**src/hw/ssa_pkg.sv**
```systemverilog
// Shared constants, states and carrier types of the serial converter readout.
//------------------------------------------------------------------------------
// Notes on behaviour
// - Serial output advances on data_clock falling edges.
// - Falling select starts conversion and transfer.
// - Input sampled during first two clock periods.
// - Null bit driven low after second fall.
// - Twelve result bits follow, top bit first.
// - Then result repeats, bottom bit first.
// - After repeated top bit, output floats; ignore clocks.
// - Restart only after select high then low.
// - Each bit appears as soon as decided.
// - Raising select early abandons conversion, powers down.
// - Result coded as unsigned straight binary.
// - Ideal codes FFF, 800 and 000.
// - Power down on completion or select high.
// - Digital section powers down only with select high.
//------------------------------------------------------------------------------
package ssa_pkg;

  // Width of a conversion result and the index of its top bit.
  localparam int RES_W = 12;
  localparam logic [3:0] TOP_IDX = 4'hB;
  localparam logic [3:0] BOTTOM_IDX = 4'h0;
  localparam logic [3:0] FIRST_REPEAT_IDX = 4'h1;

  // Depth of the sample buffer in front of the converter.
  localparam int FIFO_DEPTH = 32;

  // Number of data_clock falls that close the sample window.
  localparam logic [1:0] SAMPLE_FALLS = 2'h2;

  // Ideal straight binary codes.
  localparam logic [RES_W-1:0] CODE_ZERO = 12'h000;
  localparam logic [RES_W-1:0] CODE_MID = 12'h800;
  localparam logic [RES_W-1:0] CODE_FULL = 12'hFFF;

  // Sequencer states, Gray coded along the normal path.
  typedef enum logic [2:0] {
    SSA_IDLE = 3'h0,
    SSA_SAMPLE = 3'h1,
    SSA_NULL = 3'h3,
    SSA_MSB = 3'h2,
    SSA_LSB = 3'h6,
    SSA_DONE = 3'h7
  } ssa_state_t;

  // Serial output pin as drive value plus enable.
  typedef struct packed {
    logic dout;
    logic dout_oe;
  } ssa_pin_out_t;

  // Power-down indications of the two sections.
  typedef struct packed {
    logic analog_pd;
    logic digital_pd;
  } ssa_power_t;

  // Whole state of the readout core.
  typedef struct packed {
    logic cs_meta;
    logic cs_sync;
    logic cs_prev;
    logic dclk_meta;
    logic dclk_sync;
    logic dclk_prev;
    ssa_state_t state;
    logic [1:0] fall_cnt;
    logic [3:0] idx;
    logic [RES_W-1:0] result;
    logic [RES_W-1:0] hold;
    logic pop;
    ssa_pin_out_t pins;
    ssa_power_t power;
  } ssa_core_t;

endpackage

```
**src/hw/ssa_readout.sv**
```systemverilog
// Conversion control and serial readout of a 12-bit successive approximation.
`timescale 1ns/10ps
module ssa_readout (
  input wire logic clk_sys,
  input wire logic rst,
  input wire logic cs_n,
  input wire logic data_clock,
  input wire logic smp_valid,
  output logic smp_ready,
  input wire logic [ssa_pkg::RES_W-1:0] smp_data,
  output ssa_pkg::ssa_pin_out_t pin_out,
  output ssa_pkg::ssa_power_t power
);
  import ssa_pkg::*;

  //----------------------------------------------------------------------------
  // Declarations
  //----------------------------------------------------------------------------
  ssa_core_t core_ff; // Registered state of the core.
  ssa_core_t nxt_core; // Next value of that state, before the lower bit decision pass.
  logic fifo_ready; // Buffer can take a sample word.
  logic fifo_valid; // Buffer holds a sample word.
  logic [RES_W-1:0] fifo_data; // Oldest sample word.
  logic cs_fall; // Select went low, synchronised.
  logic cs_rise; // Select went high, synchronised.
  logic dclk_fall; // Data clock fell, synchronised.
  logic [RES_W-1:0] trial; // Trial code for the current bit.
  logic decide; // Comparator outcome for the current bit.

  //----------------------------------------------------------------------------
  // Sample buffer
  //----------------------------------------------------------------------------
  // Words from the front end wait here; only one is taken per conversion,
  // so the buffer fills and its ready throttles the source.
  ssa_fifo #(
    .W(RES_W),
    .DEPTH(FIFO_DEPTH)
  ) u_fifo (
    .clk_sys(clk_sys),
    .rst(rst),
    .in_valid(smp_valid),
    .in_ready(fifo_ready),
    .in_data(smp_data),
    .out_valid(fifo_valid),
    .out_ready(core_ff.pop),
    .out_data(fifo_data)
  );

  //----------------------------------------------------------------------------
  // Edge detection
  //----------------------------------------------------------------------------
  // Only the second synchroniser stage and its delayed copy are compared.
  assign cs_fall = core_ff.cs_prev && !core_ff.cs_sync;
  assign cs_rise = !core_ff.cs_prev && core_ff.cs_sync;
  assign dclk_fall = core_ff.dclk_prev && !core_ff.dclk_sync;

  //----------------------------------------------------------------------------
  // Bit decision
  //----------------------------------------------------------------------------
  // The trial code sets the bit under test on top of the bits decided so
  // far; the held sample is compared against it as the comparator would.
  always_comb
  begin
    trial = core_ff.result;
    trial[core_ff.idx] = 1'b1;
    decide = (core_ff.hold >= trial);
  end

  //----------------------------------------------------------------------------
  // Sequencer
  //----------------------------------------------------------------------------
  always_comb
  begin
    nxt_core = core_ff;
    nxt_core.cs_meta = cs_n;
    nxt_core.cs_sync = core_ff.cs_meta;
    nxt_core.cs_prev = core_ff.cs_sync;
    nxt_core.dclk_meta = data_clock;
    nxt_core.dclk_sync = core_ff.dclk_meta;
    nxt_core.dclk_prev = core_ff.dclk_sync;
    nxt_core.pop = 1'b0;
    // Take the word popped in this cycle; an empty buffer keeps
    // the last held value rather than inventing one.
    if (core_ff.pop && fifo_valid)
    begin
      nxt_core.hold = fifo_data;
    end
    if (core_ff.cs_sync)
    begin
      // Select high: everything stops and the pin floats.
      nxt_core.state = SSA_IDLE;
      nxt_core.pins.dout_oe = 1'b0;
      nxt_core.pins.dout = 1'b0;
    end
    else if (cs_fall)
    begin
      // A fresh fall is the only way into a new conversion.
      nxt_core.state = SSA_SAMPLE;
      nxt_core.fall_cnt = 2'h0;
      nxt_core.result = CODE_ZERO;
      nxt_core.idx = TOP_IDX;
      nxt_core.pins.dout_oe = 1'b0;
    end
    else if (dclk_fall)
    begin
      unique case (core_ff.state)
        SSA_IDLE:
        begin
          // Select low without a seen fall; wait for a proper restart.
          nxt_core.state = SSA_IDLE;
        end
        SSA_SAMPLE:
        begin
          // The input tracks for the first two clock periods.
          nxt_core.fall_cnt = 2'(core_ff.fall_cnt + 1'b1);
          if (2'(core_ff.fall_cnt + 1'b1) == SAMPLE_FALLS)
          begin
            nxt_core.pop = 1'b1;
            nxt_core.state = SSA_NULL;
            nxt_core.pins.dout_oe = 1'b1;
            nxt_core.pins.dout = 1'b0;
          end
        end
        SSA_NULL:
        begin
          // The top bit is decided and shown on the same edge.
          nxt_core.result[TOP_IDX] = decide;
          nxt_core.pins.dout = decide;
          nxt_core.state = SSA_MSB;
        end
        SSA_MSB:
        begin
          if (core_ff.idx == BOTTOM_IDX)
          begin
            // The bottom bit was last; repeat from bit one upward.
            nxt_core.idx = FIRST_REPEAT_IDX;
            nxt_core.pins.dout = core_ff.result[FIRST_REPEAT_IDX];
            nxt_core.state = SSA_LSB;
          end
          else
          begin
            nxt_core.idx = 4'(core_ff.idx - 1'b1);
            nxt_core.result[core_ff.idx - 1'b1] = 1'b0;
            nxt_core.state = SSA_MSB;
          end
        end
        SSA_LSB:
        begin
          if (core_ff.idx == TOP_IDX)
          begin
            // Top bit repeated: float and go deaf to the clock.
            nxt_core.pins.dout_oe = 1'b0;
            nxt_core.state = SSA_DONE;
          end
          else
          begin
            nxt_core.idx = 4'(core_ff.idx + 1'b1);
            nxt_core.pins.dout = core_ff.result[core_ff.idx + 1'b1];
          end
        end
        SSA_DONE:
        begin
          // Further clocks change nothing until select cycles.
          nxt_core.state = SSA_DONE;
        end
        default:
        begin
          nxt_core.state = SSA_IDLE;
        end
      endcase
    end
    // The bit decision for a lower bit is made by the second pass below in the
    // same cycle as the index moves, so the new bit goes out in the cycle after the edge.
    if (!core_ff.cs_sync && !cs_fall && core_ff.state == SSA_MSB &&
        core_ff.pop == 1'b0 && core_ff.pins.dout_oe && dclk_fall &&
        core_ff.idx != BOTTOM_IDX)
    begin
      nxt_core.pins.dout = 1'b0;
    end
    // Analog section idles outside sampling and converting.
    nxt_core.power.analog_pd = (nxt_core.state == SSA_IDLE) ||
                               (nxt_core.state == SSA_DONE);
    // Digital section sleeps only while select is high.
    nxt_core.power.digital_pd = core_ff.cs_sync;
  end

  //----------------------------------------------------------------------------
  // Lower bit decision
  //----------------------------------------------------------------------------
  // A small second pass: once the index has stepped down, the bit under it
  // is decided here and driven, so the pin follows each decision at once.
  ssa_core_t dec_core;
  always_comb
  begin
    dec_core = nxt_core;
    if (core_ff.state == SSA_MSB && dclk_fall && !core_ff.cs_sync &&
        !cs_fall && core_ff.idx != BOTTOM_IDX)
    begin
      dec_core.result[nxt_core.idx] = (core_ff.hold >=
        (core_ff.result | (RES_W'(1) << nxt_core.idx)));
      dec_core.pins.dout = dec_core.result[nxt_core.idx];
    end
  end

  // State register; the select pin resets to its idle level.
  always_ff @(posedge clk_sys or posedge rst)
  begin
    if (rst)
    begin
      core_ff <= '0;
      core_ff.cs_meta <= 1'b1;
      core_ff.cs_sync <= 1'b1;
      core_ff.cs_prev <= 1'b1;
      core_ff.state <= SSA_IDLE;
      core_ff.power.analog_pd <= 1'b1;
      core_ff.power.digital_pd <= 1'b1;
    end
    else
    begin
      core_ff <= dec_core;
    end
  end

  //----------------------------------------------------------------------------
  // Outputs
  //----------------------------------------------------------------------------
  assign pin_out = core_ff.pins;
  assign power = core_ff.power;
  assign smp_ready = fifo_ready;
endmodule

```
**src/hw/ssa_fifo.sv**
```systemverilog
// Flip-flop FIFO with valid and ready on both sides.
`timescale 1ns/10ps
module ssa_fifo #(
  parameter int W = 12,
  parameter int DEPTH = 32
) (
  input wire logic clk_sys,
  input wire logic rst,
  input wire logic in_valid,
  output logic in_ready,
  input wire logic [W-1:0] in_data,
  output logic out_valid,
  input wire logic out_ready,
  output logic [W-1:0] out_data
);

  localparam int AW = $clog2(DEPTH);

  // All state in one record; ready is kept in a flop so it can leave the top.
  typedef struct packed {
    logic [DEPTH-1:0][W-1:0] mem;
    logic [AW-1:0] wr_ptr;
    logic [AW-1:0] rd_ptr;
    logic [AW:0] count;
    logic ready;
  } ssa_fifo_t;

  ssa_fifo_t fifo_ff;
  ssa_fifo_t nxt_fifo;
  logic push;
  logic pop;

  //----------------------------------------------------------------------------
  // Next state
  //----------------------------------------------------------------------------
  // Push and pop may meet in one cycle; the count then stays put.
  always_comb
  begin
    nxt_fifo = fifo_ff;
    push = in_valid && fifo_ff.ready;
    pop = out_ready && (fifo_ff.count != '0);
    if (push)
    begin
      nxt_fifo.mem[fifo_ff.wr_ptr] = in_data;
      nxt_fifo.wr_ptr = AW'(fifo_ff.wr_ptr + 1'b1);
    end
    if (pop)
    begin
      nxt_fifo.rd_ptr = AW'(fifo_ff.rd_ptr + 1'b1);
    end
    if (push && !pop)
    begin
      nxt_fifo.count = (AW+1)'(fifo_ff.count + 1'b1);
    end
    else if (pop && !push)
    begin
      nxt_fifo.count = (AW+1)'(fifo_ff.count - 1'b1);
    end
    nxt_fifo.ready = (nxt_fifo.count != (AW+1)'(DEPTH));
  end

  // State register.
  always_ff @(posedge clk_sys or posedge rst)
  begin
    if (rst)
    begin
      fifo_ff <= '0;
      fifo_ff.ready <= 1'b1;
    end
    else
    begin
      fifo_ff <= nxt_fifo;
    end
  end

  assign in_ready = fifo_ff.ready;
  assign out_valid = (fifo_ff.count != '0);
  assign out_data = fifo_ff.mem[fifo_ff.rd_ptr];

endmodule

```
**config.mk**
```make
export PLATFORM = sky130hd
export DESIGN_NAME = ssa_readout
export DESIGN_NICKNAME = d
export VERILOG_FILES = /design/src/hw/ssa_pkg.sv /design/src/hw/ssa_readout.sv /design/src/hw/ssa_fifo.sv
export SDC_FILE = /design/constraint.sdc
export NUM_CORES = 1
export LEC_CHECK = 0
export CORE_MARGIN = 2
export CORE_UTILIZATION = 55
export DETAILED_ROUTE_END_ITERATION = 8
export DONT_BUFFER_PORTS = 1
export PLACE_DENSITY = 0.73
export RECOVER_POWER = 50
export REMOVE_ABC_BUFFERS = 1
export SYNTH_ARGS = -nofsm -noshare
export SYNTH_HDL_FRONTEND = slang
export SYNTH_SLANG_ARGS = --single-unit
```
**constraint.sdc**
```tcl
create_clock -name clk_sys -period 13.4 [get_ports clk_sys]
set_clock_uncertainty 0.05 [all_clocks]
set_input_delay 0.67 -clock clk_sys [delete_from_list [all_inputs] [get_ports clk_sys]]
set_output_delay 0.67 -clock clk_sys [all_outputs]
set_load 0.03 [all_outputs]
```
==> flow_metrics.py <==
metrics = {
    "floorplanning": {
        "die_y_um": 201,
        "initial_core_util_pct": 55.6,
        "die_x_um": 201,
        "dieArea_sq_um": 40600,
        "rows": 72,
        "core_area_sq_um": 38600,
        "io-pin-count": 22,
    },
    "cts": {
        "clock_path_buffers": 3,
        "htreeDepth": 2,
        "postCtsSetupBuffers": 0,
        "clk-insertion-delay-late_ns": 0.58,
        "clkTransAtPathRegs_ns": 0.06,
        "cts_tree": "done",
        "cts-resized-gates": 0,
        "root_buffer": "clkbuf_16",
        "numCtsBuffers": 47,
        "hold_buffers": 0,
        "cts.sinks": 444,
    },
    "logic_synthesis": {
        "syn_area_sq_um": 21400,
        "synth-seq-cells": 444,
        "syn_area_per_cell_sq_um": 14.5,
        "yosysWarnings": 0,
        "synthArstFlopShare_pct": 100,
        "ys_types": 69,
        "synth_edf_count": 0,
        "synth-seq-area-share_pct": 51.9,
        "synthFlopType": "dfrtp_1",
        "synth_cells": 1479,
    },
    "pwr": {
        "p_leak_uw": 0.0102,
        "ir_drop_mv": 0.103,
        "power.density_nw_per_um2": 195,
    },
    "setup_path": {
        "critPathKind": "reg -> reg",
        "cp_data_arrival_time_ns": 5.08,
        "rrSetupSlack_ns": 8.64,
        "setup.worst_path.end_class": "register",
        "reg2reg_from": "u_fifo.fifo_ff[8]$_DFFE_PP0P_",
        "critPathLaunchType": "register",
        "cp.required_ns": 13.71,
        "reg2reg_depth": 5,
        "timing.rr.end": "core_ff[5]$_DFFE_PP0P_",
        "critPathMaxFanout": 59,
    },
    "route": {
        "route.detailed.drc": 0,
        "drt_iter0_markers": 739,
        "ant_nets": 0,
        "wire_per_inst_um": 24.7,
        "totalWireLength_um": 48800,
        "vias": 12400,
        "vias_per_cell": 6.27,
        "dr.pass1.iters": 5,
    },
    "sta": {
        "setup_viol": 0,
        "worst_slew_margin_rel_pct": -239,
        "drv_slew": 204,
        "finalSetupTns_ns": 0,
        "fin_crit_ns": 4.76,
        "fin_crit_sh_pct": 35.6,
        "worstMarginPinSlew_ns": 5.05,
        "finalHoldViolations": 0,
        "hold-worst-slack_ns": 0.0378,
        "rsz0062_at_grt": "false",
        "fmaxAchievable_mhz": 210,
    },
    "grt": {
        "grt_pass1_wl_um": 77700,
        "overflow": 0,
        "grt_usage_pct": 24.9,
        "antenna_found_initial": 0,
        "grt_pass1_vias": 13200,
        "grt_start_max_net_pins": 182,
    },
    "finish": {
        "drive_gt1_share_pct": 42.3,
        "multi_input_area_sq_um": 9710,
        "finalNetCount": 1476,
        "regArea_sq_um": 11100,
        "area_growth_pct": 8.54,
        "fill_cells": 2955,
        "n_antenna_cell": 0,
    },
    "flow_run": {
        "cap_viol_max_count": 3,
    },
    "place": {
        "place_congestion": 0.936,
        "io_buffers": 0,
        "dp_hpwl_um": 29800,
    },
    "worst_hold_path": {
        "hold_path_startpoint": "cs_n",
        "min_delay_path_depth": 0,
        "holdPathEnd": "core_ff[43]$_DFF_PP1_",
        "hold_path_class": "in -> reg",
    },
    "outcome": {
        "status": "finished with violations",
        "violations": "max-capacitance violations, max-slew violations",
    },
}
cells by family after synthesis:
| family | share of synthesized area [%] |
|---|---|
| multiplexers | 34.2 |
| AO/OA/AOI/OAI | 3.53 |
| XOR/XNOR | 0.695 |
| adder cells (fa/ha/maj) | 2.16 |
| flip-flops | 51.9 |
| AND/OR/NAND/NOR | 4.71 |
| buffers and inverters | 2.80 |
power by group:
group | switching, uW | internal [uW]
Clock | 535 | 802
Combinational | 388 | 685
Sequential | 279 | 1860
sequential cells by signal, indices dropped and copies added, names as in the netlist:
name             cells
core_ff             39
pin_out              2
u_fifo.in_ready      1
u_fifo.fifo_ff     400
power                2
layout make-up:
type	count	share of cell area, %
clock buffers	71	6.06
repair buffers	18	0.635
inverters	14	0.231
clock inverters	11	0.748
well taps	518	2.79
multi-input cells	897	41.7
flip-flops and latches	444	47.8
metal layers:
metal	part of all wire (%)	global-route usage (%)
met3	5.0	4.29
met1	42	33.7
met5	0	0
met4	3.3	8.98
met2	49	41.0
critical path: stages (launching register included):
cell     delay, ns
dfrtp_1       2.27
buf_4         0.82
mux4_2        0.45
mux4_2        0.51
mux2i_1       0.29
o21ai_1       0.09
placed cells by master (no fill, tap or decap), types with 12 or more instances in the layout:
master / Yosys / layout
dfrtp_1: 439 / 436
mux2_2: 384 / 384
mux4_2: 123 / 123
nand2_1: 59 / 59
clkbuf_16: 0 / 49
nor2_1: 46 / 41
a21oi_1: 38 / 38
ha_1: 37 / 37
mux2i_1: 23 / 23
o21ai_0: 15 / 18
buf_4: 4 / 17
o211ai_1: 16 / 16
xnor2_1: 15 / 15
nand3_1: 13 / 13
inv_1: 14 / 13
o21ai_1: 13 / 12
clkbuf_1: 81 / 12
how the worst max path moves through the flow:
stage | start | endpoint | cells past startpoint | slack, ns
final | u_fifo.fifo_ff[8]$_DFFE_PP0P_ | core_ff[5]$_DFFE_PP0P_ | 5 | 8.64
after global placement | core_ff[29]$_DFF_PP0_ | pin_out[1]$_DFFE_PP0P_ | 16 | 8.85
after detailed placement | core_ff[29]$_DFF_PP0_ | pin_out[1]$_DFFE_PP0P_ | 16 | 8.76
after CTS | core_ff[29]$_DFF_PP0_ | pin_out[1]$_DFFE_PP0P_ | 16 | 8.74
after global routing | rst | u_fifo.fifo_ff[396]$_DFFE_PP0P_ | 3 | 7.74
after floorplan | rst | core_ff[10]$_DFFE_PP0P_ | 1 | 0.32
stage by stage:
| step | std cells | setup WS (ns) | area [sq um] | utilization (%) | power (uW) |
|---|---|---|---|---|---|
| CTS | 1973 | 8.74 | 23300 | 60.4 | 4570 |
| global route | 1973 | 7.74 | 23300 | 60.3 | 4770 |
| floorplan | 1355 | 0.316 | 20900 | - | 2940 |
| finish | 1973 | 8.64 | 23300 | 60.3 | 4550 |
| detailed placement | 1891 | 8.76 | 21700 | 56.3 | 3220 |
| global placement | 1891 | 8.85 | 21700 | 56.3 | 3140 |
synth_stat cells, types with 5 or more instances:
library cell  instances  area, sq um
dfrtp_1             439        11000
mux2_2              384         4320
mux4_2              123         2770
clkbuf_1             81          304
nand2_1              59          221
nor2_1               46          173
a21oi_1              38          190
ha_1                 37          463
buf_2                30          150
mux2i_1              23          230
o211ai_1             16          120
o21ai_0              15         75.1
xnor2_1              15          131
inv_1                14         52.6
nand3_1              13         65.1
o21ai_1              13         65.1
nand2b_1             11         68.8
nand4_1               9         56.3
a21o_1                8         60.1
and3_1                8         50.1
nand3b_1              7         52.6
buf_1                 5         18.8
dfstp_2               5          131
Note: power is estimated with default switching activity, not from simulation.
